[src/ffr_pkg.sv]
// Constants, field layout and carrier types for the flag response block.
// Assumes a 100 MHz core clock and an 8-bit register port from the host.
//
// Overview of operation
// - Overvoltage-ignore bit set: both supply overvoltage flags disregarded.
// - After overvoltage shutdown, reload bit 1 reloads before restart.
// - Overvoltage debounce is 500 us when debounce bit is 1, 2 us when 0.
// - Accurate overcurrent action waits a delay chosen by field [4:2].
// - Restart after shutdown waits 0.5, 1, 2 or 4 s chosen by field [1:0].
// - Rectifier-blank bit holds both rectifier outputs off in soft start.
// - Blanking bit 6 hides the overtemperature flag during soft start.
// - Blanking bit 5 hides the external fault input during soft start.
// - Blanking bit 4 hides the local overvoltage flag during soft start.
// - Blanking bit 3 hides the load overvoltage flag during soft start.
// - Blanking bit 2 hides secondary accurate overcurrent in soft start.
// - Blanking bit 1 hides primary accurate overcurrent in soft start.
// - Blanking bit 0 hides the primary fast overcurrent flag in soft start.
// - Resolve setting 0 re-enables after the fault clears and restart delay.
// - Action code: 00 ignore, 01 rectifiers off, 10 oring off, 11 all off.
package ffr_pkg;

  localparam logic [7:0] ADDR_SETUP = 8'h0e;
  localparam logic [7:0] ADDR_BLANK = 8'h0f;
  localparam logic [7:0] RST_SETUP  = 8'h00;
  localparam logic [7:0] RST_BLANK  = 8'h00;

  // Setup register fields
  localparam int OV_IGNORE_BIT   = 7;
  localparam int OV_RELOAD_BIT   = 6;
  localparam int OV_DEBOUNCE_BIT = 5;
  localparam int OC_DELAY_HI     = 4;
  localparam int OC_DELAY_LO     = 2;
  localparam int RESTART_HI      = 1;
  localparam int RESTART_LO      = 0;
  // Blanking register bit 7 gates the rectifiers
  localparam int BLANK_SR_BIT    = 7;

  // Times in their own units, counts derived at 100 MHz
  localparam int CLK_MHZ         = 100;
  localparam int OV_DEB_LONG_US  = 500;
  localparam int OV_DEB_SHORT_US = 2;
  localparam int OV_DEB_LONG_CYC  = OV_DEB_LONG_US * CLK_MHZ;
  localparam int OV_DEB_SHORT_CYC = OV_DEB_SHORT_US * CLK_MHZ;
  localparam int CYC_PER_100US   = 100 * CLK_MHZ;
  // Overcurrent delays in units of 100 us: 1.3ms .. 2.6s
  localparam int OC_D0_100US = 13;
  localparam int OC_D1_100US = 130;
  localparam int OC_D2_100US = 1300;
  localparam int OC_D3_100US = 2600;
  localparam int OC_D4_100US = 6000;
  localparam int OC_D5_100US = 13000;
  localparam int OC_D6_100US = 20000;
  localparam int OC_D7_100US = 26000;
  // Restart delays in units of 100 us: 0.5, 1, 2, 4 s
  localparam int RS_D0_100US = 5000;
  localparam int RS_D1_100US = 10000;
  localparam int RS_D2_100US = 20000;
  localparam int RS_D3_100US = 40000;

  // Action codes
  localparam logic [1:0] ACT_IGNORE = 2'h0;
  localparam logic [1:0] ACT_SR_OFF = 2'h1;
  localparam logic [1:0] ACT_OR_OFF = 2'h2;
  localparam logic [1:0] ACT_ALL_OFF = 2'h3;

  // Raw protection flags, bit order matches blanking bits 0..6
  typedef struct packed {
    logic otp;
    logic ext_fault;
    logic local_ov;
    logic load_ov;
    logic oc_acc_sec;
    logic oc_acc_pri;
    logic oc_fast_pri;
  } ffr_flags_t;

  // Outputs toward the power stage
  typedef struct packed {
    logic sr_en;
    logic oring_en;
    logic pwm_en;
    logic reload_req;
  } ffr_ctrl_t;

endpackage

[src/ffr_top.sv]
// Flag response configuration: two setup registers, overvoltage debounce,
// accurate overcurrent delay, restart wait and soft start blanking.
// Assumes flags arrive synchronous to core_clk; per-flag action codes come
// from outside as a packed pair of bits per flag.
`timescale 1ns/100ps
module ffr_top (
  // Clock, reset, enable
  input  wire logic                core_clk,
  input  wire logic                resetn,
  input  wire logic                ce,
  // Register port
  input  wire logic [7:0]          reg_addr,
  input  wire logic                reg_wr,
  input  wire logic [7:0]          reg_wdata,
  output logic [7:0]               reg_rdata,
  // Protection flags
  input  wire logic                supply_overvoltage_flag,
  input  wire logic                core_supply_overvoltage_flag,
  input  wire ffr_pkg::ffr_flags_t flags_in,
  input  wire logic [13:0]         action_codes,
  input  wire logic [6:0]          resolve_cfg,
  input  wire logic                soft_start_active,
  input  wire logic                reload_done,
  // Power stage control
  output logic                     first_sync_rectifier_output_en,
  output logic                     second_sync_rectifier_output_en,
  output logic                     oring_switch_en,
  output logic                     pwm_en,
  output logic                     eeprom_reload_req,
  output logic                     shutdown_active
);
  //////////////////////////////////////////////////////////////////////////
  // Registers

  logic [7:0] setup_r, setup_nxt;
  logic [7:0] blank_r, blank_nxt;

  always_comb begin
    setup_nxt = setup_r;
    blank_nxt = blank_r;
    if (reg_wr && reg_addr == ffr_pkg::ADDR_SETUP) begin
      setup_nxt = reg_wdata;
    end
    if (reg_wr && reg_addr == ffr_pkg::ADDR_BLANK) begin
      blank_nxt = reg_wdata;
    end
  end

  logic [7:0] rdata_nxt;
  always_comb begin
    unique case (reg_addr)
      ffr_pkg::ADDR_SETUP: rdata_nxt = setup_r;
      ffr_pkg::ADDR_BLANK: rdata_nxt = blank_r;
      default:             rdata_nxt = 8'h00;
    endcase
  end

  always_ff @(posedge core_clk or negedge resetn) begin
    if (!resetn) begin
      setup_r   <= ffr_pkg::RST_SETUP;
      blank_r   <= ffr_pkg::RST_BLANK;
      reg_rdata <= 8'h00;
    end else if (ce) begin
      setup_r   <= setup_nxt;
      blank_r   <= blank_nxt;
      reg_rdata <= rdata_nxt;
    end
  end

  //////////////////////////////////////////////////////////////////////////
  // Overvoltage debounce

  logic        ov_ignore;
  logic        ov_raw;
  logic [15:0] ov_cnt_r, ov_cnt_nxt;
  logic [15:0] ov_limit;
  logic        ov_trip;

  assign ov_ignore = setup_r[ffr_pkg::OV_IGNORE_BIT];
  // Ignore bit removes both flags before the timer can see them
  assign ov_raw = (supply_overvoltage_flag | core_supply_overvoltage_flag)
                  & ~ov_ignore;
  assign ov_limit = setup_r[ffr_pkg::OV_DEBOUNCE_BIT]
                  ? 16'(ffr_pkg::OV_DEB_LONG_CYC)
                  : 16'(ffr_pkg::OV_DEB_SHORT_CYC);

  always_comb begin
    ov_cnt_nxt = 16'h0000;
    if (ov_raw && ov_cnt_r < ov_limit) begin
      ov_cnt_nxt = ov_cnt_r + 16'h0001;
    end else if (ov_raw) begin
      ov_cnt_nxt = ov_cnt_r;
    end
  end
  assign ov_trip = ov_raw && ov_cnt_r >= ov_limit;

  //////////////////////////////////////////////////////////////////////////
  // Blanking and accurate overcurrent delay

  ffr_pkg::ffr_flags_t seen;
  ffr_blank u_blank (
    .blank_cfg         (blank_r),
    .soft_start_active (soft_start_active),
    .raw               (flags_in),
    .seen              (seen)
  );

  logic [6:0]  seen_v;
  logic        oc_acc;
  logic        oc_acc_q;
  logic        oc_done;
  logic        oc_fired_r, oc_fired_nxt;
  logic [15:0] oc_ticks;
  assign seen_v = seen;
  assign oc_acc = seen.oc_acc_pri | seen.oc_acc_sec;

  always_comb begin
    unique case (setup_r[ffr_pkg::OC_DELAY_HI:ffr_pkg::OC_DELAY_LO])
      3'h0: oc_ticks = 16'(ffr_pkg::OC_D0_100US);
      3'h1: oc_ticks = 16'(ffr_pkg::OC_D1_100US);
      3'h2: oc_ticks = 16'(ffr_pkg::OC_D2_100US);
      3'h3: oc_ticks = 16'(ffr_pkg::OC_D3_100US);
      3'h4: oc_ticks = 16'(ffr_pkg::OC_D4_100US);
      3'h5: oc_ticks = 16'(ffr_pkg::OC_D5_100US);
      3'h6: oc_ticks = 16'(ffr_pkg::OC_D6_100US);
      3'h7: oc_ticks = 16'(ffr_pkg::OC_D7_100US);
    endcase
  end

  ffr_timer u_oc_timer (
    .core_clk (core_clk),
    .resetn   (resetn),
    .ce       (ce),
    .start    (oc_acc & ~oc_acc_q),
    .stop     (~oc_acc),
    .ticks    (oc_ticks),
    .prescale (16'(ffr_pkg::CYC_PER_100US)),
    .done     (oc_done)
  );

  always_comb begin
    oc_fired_nxt = oc_fired_r;
    if (!oc_acc) begin
      oc_fired_nxt = 1'b0;
    end else if (oc_done) begin
      oc_fired_nxt = 1'b1;
    end
  end

  //////////////////////////////////////////////////////////////////////////
  // Per-flag action decode

  logic [6:0] active;
  logic       want_sr_off, want_or_off, want_all_off;
  logic       want_latch;
  always_comb begin
    active = seen_v;
    // Accurate overcurrent only acts after its delay
    active[1] = seen_v[1] & oc_fired_r;
    active[2] = seen_v[2] & oc_fired_r;
    want_sr_off  = 1'b0;
    want_or_off  = 1'b0;
    want_all_off = 1'b0;
    want_latch   = 1'b0;
    for (int k = 0; k < 7; k++) begin
      if (active[k]) begin
        unique case (action_codes[2*k +: 2])
          ffr_pkg::ACT_IGNORE:  ;
          ffr_pkg::ACT_SR_OFF:  want_sr_off = 1'b1;
          ffr_pkg::ACT_OR_OFF:  want_or_off = 1'b1;
          ffr_pkg::ACT_ALL_OFF: begin
            want_all_off = 1'b1;
            want_latch   = want_latch | resolve_cfg[k];
          end
        endcase
      end
    end
  end

  //////////////////////////////////////////////////////////////////////////
  // Shutdown and restart sequencing

  typedef enum logic [3:0] {
    ST_RUN    = 4'h1,
    ST_DOWN   = 4'h2,
    ST_WAIT   = 4'h4,
    ST_RELOAD = 4'h8
  } ffr_state_t;

  ffr_state_t  st_r, st_nxt;
  logic        ov_cause_r, ov_cause_nxt;
  logic        latched_r, latched_nxt;
  logic        rs_start;
  logic        rs_done;
  logic [15:0] rs_ticks;

  always_comb begin
    unique case (setup_r[ffr_pkg::RESTART_HI:ffr_pkg::RESTART_LO])
      2'h0: rs_ticks = 16'(ffr_pkg::RS_D0_100US);
      2'h1: rs_ticks = 16'(ffr_pkg::RS_D1_100US);
      2'h2: rs_ticks = 16'(ffr_pkg::RS_D2_100US);
      2'h3: rs_ticks = 16'(ffr_pkg::RS_D3_100US);
    endcase
  end

  always_comb begin
    st_nxt       = st_r;
    ov_cause_nxt = ov_cause_r;
    latched_nxt  = latched_r;
    rs_start     = 1'b0;
    unique case (st_r)
      ST_RUN: begin
        if (ov_trip || want_all_off) begin
          st_nxt       = ST_DOWN;
          ov_cause_nxt = ov_trip;
          latched_nxt  = want_latch;
        end
      end
      ST_DOWN: begin
        // Wait for every cause to clear; latched faults need a power cycle
        if (!ov_raw && !want_all_off && !latched_r) begin
          st_nxt   = ST_WAIT;
          rs_start = 1'b1;
        end
      end
      ST_WAIT: begin
        if (ov_trip || want_all_off) begin
          // A new cause during the wait keeps its reload and latch demands
          st_nxt       = ST_DOWN;
          ov_cause_nxt = ov_cause_r | ov_trip;
          latched_nxt  = latched_r | want_latch;
        end else if (rs_done) begin
          st_nxt = (ov_cause_r && setup_r[ffr_pkg::OV_RELOAD_BIT])
                 ? ST_RELOAD : ST_RUN;
        end
      end
      ST_RELOAD: begin
        if (reload_done) begin
          st_nxt       = ST_RUN;
          ov_cause_nxt = 1'b0;
        end
      end
      default: st_nxt = ST_DOWN;
    endcase
  end

  ffr_timer u_rs_timer (
    .core_clk (core_clk),
    .resetn   (resetn),
    .ce       (ce),
    .start    (rs_start),
    // Stop must not swallow the start pulse issued while leaving ST_DOWN
    .stop     (st_nxt == ST_DOWN),
    .ticks    (rs_ticks),
    .prescale (16'(ffr_pkg::CYC_PER_100US)),
    .done     (rs_done)
  );

  //////////////////////////////////////////////////////////////////////////
  // Output registers

  ffr_pkg::ffr_ctrl_t ctrl_nxt;
  always_comb begin
    // Next state, so pwm drops on the same edge as shutdown_active rises
    ctrl_nxt.pwm_en     = (st_nxt == ST_RUN) && !want_all_off;
    ctrl_nxt.oring_en   = ctrl_nxt.pwm_en && !want_or_off;
    ctrl_nxt.sr_en      = ctrl_nxt.pwm_en && !want_sr_off
                        && !(blank_r[ffr_pkg::BLANK_SR_BIT]
                             && soft_start_active);
    ctrl_nxt.reload_req = st_nxt == ST_RELOAD;
  end

  always_ff @(posedge core_clk or negedge resetn) begin
    if (!resetn) begin
      ov_cnt_r   <= 16'h0000;
      oc_acc_q   <= 1'b0;
      oc_fired_r <= 1'b0;
      st_r       <= ST_RUN;
      ov_cause_r <= 1'b0;
      latched_r  <= 1'b0;
      first_sync_rectifier_output_en  <= 1'b0;
      second_sync_rectifier_output_en <= 1'b0;
      oring_switch_en   <= 1'b0;
      pwm_en            <= 1'b0;
      eeprom_reload_req <= 1'b0;
      shutdown_active   <= 1'b0;
    end else if (ce) begin
      ov_cnt_r   <= ov_cnt_nxt;
      oc_acc_q   <= oc_acc;
      oc_fired_r <= oc_fired_nxt;
      st_r       <= st_nxt;
      ov_cause_r <= ov_cause_nxt;
      latched_r  <= latched_nxt;
      first_sync_rectifier_output_en  <= ctrl_nxt.sr_en;
      second_sync_rectifier_output_en <= ctrl_nxt.sr_en;
      oring_switch_en   <= ctrl_nxt.oring_en;
      pwm_en            <= ctrl_nxt.pwm_en;
      eeprom_reload_req <= ctrl_nxt.reload_req;
      shutdown_active   <= st_nxt != ST_RUN;
    end
  end
endmodule // ffr_top

[src/ffr_timer.sv]
// Down counter in 100 us ticks, used for the long programmable waits.
// Assumes the caller holds start for one cycle; ce freezes it.
`timescale 1ns/100ps
module ffr_timer (
  // Clock and reset
  input  wire logic        core_clk,
  input  wire logic        resetn,
  input  wire logic        ce,
  // Control
  input  wire logic        start,
  input  wire logic        stop,
  input  wire logic [15:0] ticks,
  input  wire logic [15:0] prescale,
  // Status
  output logic             done
);
  logic [15:0] tick_r, tick_nxt;
  logic [15:0] pre_r, pre_nxt;
  logic        run_r, run_nxt;
  logic        done_nxt;

  always_comb begin
    tick_nxt = tick_r;
    pre_nxt  = pre_r;
    run_nxt  = run_r;
    done_nxt = 1'b0;
    if (stop) begin
      run_nxt = 1'b0;
    end else if (start) begin
      run_nxt  = 1'b1;
      tick_nxt = ticks;
      pre_nxt  = prescale;
    end else if (run_r) begin
      if (pre_r > 16'h0001) begin
        pre_nxt = pre_r - 16'h0001;
      end else begin
        pre_nxt = prescale;
        if (tick_r <= 16'h0001) begin
          run_nxt  = 1'b0;
          done_nxt = 1'b1;
        end else begin
          tick_nxt = tick_r - 16'h0001;
        end
      end
    end
  end

  always_ff @(posedge core_clk or negedge resetn) begin
    if (!resetn) begin
      tick_r <= 16'h0000;
      pre_r  <= 16'h0000;
      run_r  <= 1'b0;
      done   <= 1'b0;
    end else if (ce) begin
      tick_r <= tick_nxt;
      pre_r  <= pre_nxt;
      run_r  <= run_nxt;
      done   <= done_nxt;
    end
  end
endmodule // ffr_timer

[src/ffr_blank.sv]
// Soft start blanking of the raw protection flags, one gate per bit.
// Assumes soft_start_active is high for the whole ramp.
`timescale 1ns/100ps
module ffr_blank (
  // Inputs
  input  wire logic [7:0]        blank_cfg,
  input  wire logic              soft_start_active,
  input  wire ffr_pkg::ffr_flags_t raw,
  // Result
  output ffr_pkg::ffr_flags_t    seen
);
  logic [6:0] raw_v;
  logic [6:0] seen_v;
  assign raw_v = raw;

  genvar i;
  generate
    for (i = 0; i < 7; i++) begin : g_blank
      // Bits 0..6 map to fast oc, pri oc, sec oc, load ov, local ov, ext, otp
      assign seen_v[i] = raw_v[i]
                       & ~(blank_cfg[i] & soft_start_active);
    end
  endgenerate

  assign seen = seen_v;
endmodule // ffr_blank

[config.mk]
export PLATFORM = sky130hd
export DESIGN_NAME = ffr_top
export DESIGN_NICKNAME = d
export VERILOG_FILES = /design/src/ffr_pkg.sv /design/src/ffr_top.sv /design/src/ffr_timer.sv /design/src/ffr_blank.sv
export SDC_FILE = /design/constraint.sdc
export NUM_CORES = 1
export LEC_CHECK = 0
export BUFFER_PORTS_ARGS = -buffer_cell sky130_fd_sc_hd__buf_2
export CELL_PAD_IN_SITES_DETAIL_PLACEMENT = 1
export CELL_PAD_IN_SITES_GLOBAL_PLACEMENT = 2
export CORE_MARGIN = 4
export CORE_UTILIZATION = 35
export CTS_CLUSTER_SIZE = 28
export DETAILED_ROUTE_END_ITERATION = 8
export MAX_ROUTING_LAYER = met4
export PLACE_DENSITY_LB_ADDON = 0.1
export SKIP_CTS_REPAIR_TIMING = 1
export SLEW_MARGIN = 20
export SYNTH_ARGS = -nofsm -noshare
export SYNTH_HDL_FRONTEND = slang
export SYNTH_SLANG_ARGS = --single-unit
export TNS_END_PERCENT = 5
[constraint.sdc]
create_clock -name core_clk -period 6.5 [get_ports core_clk]
set_input_delay 0.325 -clock core_clk [delete_from_list [all_inputs] [get_ports core_clk]]
set_output_delay 0.325 -clock core_clk [all_outputs]
set_load 0.02 [all_outputs]
Yosys cells after proc, flatten, opt, wreduce, memory -nomap -nowiden --
Memories as Yosys holds them, arrays and structs flattened. Index checks and enable logic that the tools add are counted. W data, S select, Z words.
Operators by class: mux-type cells 113, $lt $le $gt $ge 6, $mul 0, add/sub/neg operators 5, shifts and indexed selects 0, eq/ne operators 43, divide/modulo/power cells 0, reduce and logical (&&, ||, !) cells 34, bitwise gates (word level) 38
Operators with widths (number):
- $mux W16 | 17
- $mux W1 | 85
- $pmux W16 S4 | 1
- $sub A16 B1 Y16 const B | 4
- $eq A2 B2 Y1 const B | 16
- $gt A16 B1 Y1 const B | 2
- $le A16 B1 Y1 const B | 2
- $mux W4 | 6
- $and A1 B1 Y1 | 18
- $add A16 B1 Y16 const B | 1
- $eq A2 B1 Y1 const B | 8
- $eq A8 B4 Y1 const B | 2
- $ge A16 B16 Y1 | 1
- $lt A16 B16 Y1 | 1
- $pmux W4 S4 | 1
- $pmux W8 S2 | 1
- $reduce_and A5 Y1 | 3
- $logic_and A1 B1 Y1 | 12
- $ne A2 B2 Y1 const B | 5
- $not A1 Y1 | 10
- $or A1 B1 Y1 | 10
- $eq A4 B1 Y1 const B | 2
- $eq A4 B2 Y1 const B | 2
- $eq A4 B4 Y1 const B | 2
- 13 further kinds | 27
Storage, ports and cells: latch bits 0, bits of input ports 52, register bits after elaboration 121, bits in writable memories 0, bits in read-only memories 120, output and inout port bits 14, memories 1
Memories:
- (name not given) | words 8, bits a word 15, rd ports 1, clocked after memory_dff 0, wr ports 0, line ffr_top.sv:118 | unique case (setup_r[ffr_pkg::OC_DELAY_HI:ffr_pkg::OC_DELAY_LO])

Depth between registers and ports, before layout --
depth in word-level cells 25, depth in mapped cells 11

Cells and area by module --
Synthesis repeated with hierarchy kept, for this count alone.
Second synthesis, totals: cell total of the unflattened synthesis 882, area total of the unflattened synthesis 7951.4 µm²
Modules (own cells, without submodules):
- ffr_timer | cells an instance 263, seq. area each 850.8 µm², area an instance 2298.5 µm², times used 2
- ffr_top | cells an instance 349, seq. area each 1327.5 µm², area an instance 3301.9 µm², times used 1
- ffr_blank | cells an instance 7, seq. area each 0.0 µm², area an instance 52.6 µm², times used 1

Worst setup path after synthesis --
No wires, ideal clock.
path type register to register, start register setup_r[5], end register ov_cnt_r[9], slack 3.775 ns, data arrival time 2.593 ns, cell stages (with the launch flop) 10, path buffers 0, library setup time 0.132 ns, period minus slack after synthesis 2.725 ns, path through dfrtp_1 -> inv_1 -> ha_1 -> and4_1 -> and2_1 -> a2111oi_1 -> o2111a_1 -> nand4_1 -> xor2_1 -> nor2_1
Between the ends: word-level cells in the longest chain between the ends 5
RTL lines:
- start: declaration | line ffr_top.sv:35 | logic [7:0] setup_r, setup_nxt;
- start signal: assignment | line ffr_top.sv:60 | setup_r <= ffr_pkg::RST_SETUP;
- start signal: assignment | line ffr_top.sv:64 | setup_r <= setup_nxt;
- $mux W16 * | line ffr_top.sv:84 | ? 16'(ffr_pkg::OV_DEB_LONG_CYC)
- $lt A16 B16 Y1 * | line ffr_top.sv:89 | if (ov_raw && ov_cnt_r < ov_limit) begin
- $logic_and A1 B1 Y1 * | line ffr_top.sv:89
- $ne A2 B1 Y1 (no line)
- $reduce_and A2 Y1 (no line)
- end signal: assignment | line ffr_top.sv:288 | ov_cnt_r <= ov_cnt_nxt;
- end: declaration | line ffr_top.sv:75 | logic [15:0] ov_cnt_r, ov_cnt_nxt;
Every way passes the cells marked *; elsewhere a longest branch is shown, timed or not. A chain may end at the register's enable or synchronous reset.

Worst setup path in the final report --
start register setup_r[5], end register u_rs_timer.tick_r[0]
Between the ends: word-level cells in the longest chain between the ends 9
RTL lines:
- $mux W16 * | line ffr_top.sv:84
- $ge A16 B16 Y1 * | line ffr_top.sv:95 | assign ov_trip = ov_raw && ov_cnt_r >= ov_limit;
- $logic_and A1 B1 Y1 * | line ffr_top.sv:95
- $logic_or A1 B1 Y1 * | line ffr_top.sv:213, ffr_top.sv:227
- $mux W4, on equally long branches | line ffr_top.sv:227, ffr_top.sv:213
- $pmux W4 S4 * | line ffr_top.sv:211 | unique case (st_r)
- $eq A4 B2 Y1 * | line ffr_top.sv:253 | .stop (st_nxt == ST_DOWN),
- $not A1 Y1 (no line) *
- $reduce_and A5 Y1 (no line) *
- end signal: assignment | line ffr_timer.sv:55 | tick_r <= tick_nxt;
- end: declaration | line ffr_timer.sv:17 | logic [15:0] tick_r, tick_nxt;
Marks and branches as above.

==> impl_metrics.ini <==
[cts]
htreeDepth = 4
clk_path_buf_depth = 2
cts-root-buf = clkbuf_16
insertion_delay_ns = 0.42
cts_buffers = 17
cts_tree = yes
clkTransAtPathRegs_ns = 0.06
clock_sinks = 121

[place]
gp_congestion = 0.836
portBuffers = 65
place_hpwl_mm = 16.3
dp_cells = 1110

[setup_path]
worstPathRequired_ns = 6.80
cp_top_family = simple AND/OR/NAND/NOR gates
path_max_fanout = 21
startpoint_type = flip-flop
crit_top_cell = nor2_1
cp_slowest_cell = nor2_1
cpPeakStageDelay_ns = 0.68
crit_arrival_ns = 3.75
crit_type = reg2reg
cp-end-kind = flip-flop
crit_path_cell_trace = inv_1 -> ha_1 -> a211oi_1 -> a21oi_1 -> nor2_1 -> o21a_1 -> nand3_1 -> nor2_1 -> mux2_2
crit_buf_inv = 1

[drt]
ant_nets = 0
wl_per_cell_um = 19.0
drt_first_pass_iters = 4
vias = 6477
wl_mm = 21.8
vias_per_cell = 5.66
drc = 0
drt_iter0_markers = 184

[floorplanning]
start_util = 0.355
rows = 52
die_area_um2 = 22900
die_w_um = 151
ios = 66
core_area_um2 = 20200
die_height_um = 151

[logic_synthesis]
synthCells = 800
yosys_warnings = 0
synth_top_area_frac = 0.418
syn_area_per_cell_um2 = 8.97
syn_nets = 880
synth-edff-count = 0
yosys-top-cells-count = dfrtp_1 (120), nor2_1 (91), nand2_1 (50)
ys_seq_elements = 121
yosysMostFrequentCell = dfrtp_1
yosysUniqueCellTypes = 65
synth_area_leaders = dfrtp_1 (42%), ha_1 (4.9%), nor2_1 (4.8%)
synth_top_area_cell = dfrtp_1
syn_area_um2 = 7180
yosysSeqAreaShare = 0.422
ys_async_sr_fraction = 1.00
synth-main-ff-cell = dfrtp_1

[global_routing]
grt_pass1_vias = 6949
grt.total_usage = 0.201
grt_pass1_wl_mm = 35.5
antenna_found_initial = 3
grt_start_max_net_pins = 64
grt_overflow_total = 0

[timing]
post-route-period-util = 0.530
final_hold_viol_count = 0
finalSetupTns_ns = 0
fmax_mhz = 290
worst_pin_slew_ns = 0.909
fin_skew_ns = 0.00733
rsz0062_at_grt = false
drv_slew = 0
setup_violations = 0
period_minus_slack_ns = 3.45
slew_headroom = 0.394

[cells_and_area]
drive_gt1_frac = 0.156
syn_to_final_growth_pct = 16.9
instances_no_fill = 1145
fin_nets = 939

[power_and_ir_drop]
total_power_uw = 2680
leakagePower_uw = 0.00362
ir_drop_v = 0.000157
power.density_nw_per_um2 = 319

[outcome]
status = finished, final reports clean

[min_path]
min_path_type = in2async

[run]
cap_violations = 0
## cells by family after synthesis
logic type,Yosys count,share of synthesized area
mux,23,0.0347
flops,121,0.422
simple gates,325,0.235
fa+ha+maj,28,0.0488
buf+inv,72,0.0389
xor+xnor,26,0.0317
compound gates,205,0.189
## routing by layer
layer,up-vias,track usage,part of all wire
met4,0,0.0662,0.014
met2,72,0.357,0.54
li1,3069,-,-
met1,3316,0.229,0.42
met3,20,0.0386,0.029
met5,-,-,0
## power by group
| part | switching [uW] | leakage (uW) | internal, uW | total [uW] |
|---|---|---|---|---|
| clock network | 368 | 0.000282 | 587 | 955 |
| registers | 190 | 0.00152 | 919 | 1110 |
| logic | 362 | 0.00182 | 254 | 616 |
## stage by stage
step	hold slack, ns	util	worst slack [ns]	instance area [um^2]
after floorplan	0.0294	-	3.77	7180
after global placement	0.460	0.384	3.03	7770
after detailed placement	0.494	0.384	2.96	7770
after CTS	0.0415	0.414	3.05	8370
after global routing	0.0721	0.415	2.76	8390
final	0.00594	0.415	3.05	8390
## flip-flops by register name, summed over array words and instances, names as in the netlist, 4 cells and up
register,flops
u_oc_timer.tick_r,16
st_r,4
setup_r,8
u_rs_timer.pre_r,16
blank_r,8
u_rs_timer.tick_r,16
reg_rdata,8
u_oc_timer.pre_r,16
ov_cnt_r,16
## path summary, 6_finish.rpt
| kind | from | endpoint | slack, ns | depth (start not counted) |
|---|---|---|---|---|
| worst max-delay path | setup_r[5] | u_rs_timer.tick_r[0] | 3.05 | 9 |
| worst min-delay path | resetn | u_rs_timer.pre_r[2] | 0.006 | 1 |
| worst max register to register | setup_r[5] | u_rs_timer.tick_r[0] | 3.05 | 9 |
| worst min register to register | eeprom_reload_req | eeprom_reload_req | 0.50 | 1 |
| max in group asynchronous | resetn | st_r[2] | 5.15 | 2 |
| min in group core_clk | reg_wdata[3] | setup_r[3] | 0.15 | 3 |
## area by class of cell
| cell class | instances | area, um^2 |
|---|---|---|
| sequential | 121 | 3030 |
| antenna | 3 | 7.51 |
| clock buffer | 19 | 453 |
| tap | 270 | 338 |
| inverter | 40 | 150 |
| timing repair buffer | 72 | 380 |
| multi-input combinational | 607 | 3890 |
| fill | 2390 | 11800 |
| clock inverter | 13 | 144 |
## cell usage in the layout (no fill, tap or decap), types with 15 or more instances in the layout
| master | n |
|---|---|
| o21ai_0 | 46 |
| a21oi_1 | 49 |
| or4_1 | 16 |
| nand2_1 | 50 |
| nand3_1 | 40 |
| mux2_2 | 15 |
| buf_2 | 64 |
| dfrtp_1 | 120 |
| ha_1 | 28 |
| xor2_1 | 19 |
| o31ai_1 | 18 |
| nor3_1 | 29 |
| clkbuf_16 | 17 |
| inv_1 | 39 |
| nor2_1 | 91 |
No activity file was read; power rests on OpenSTA's default activity.
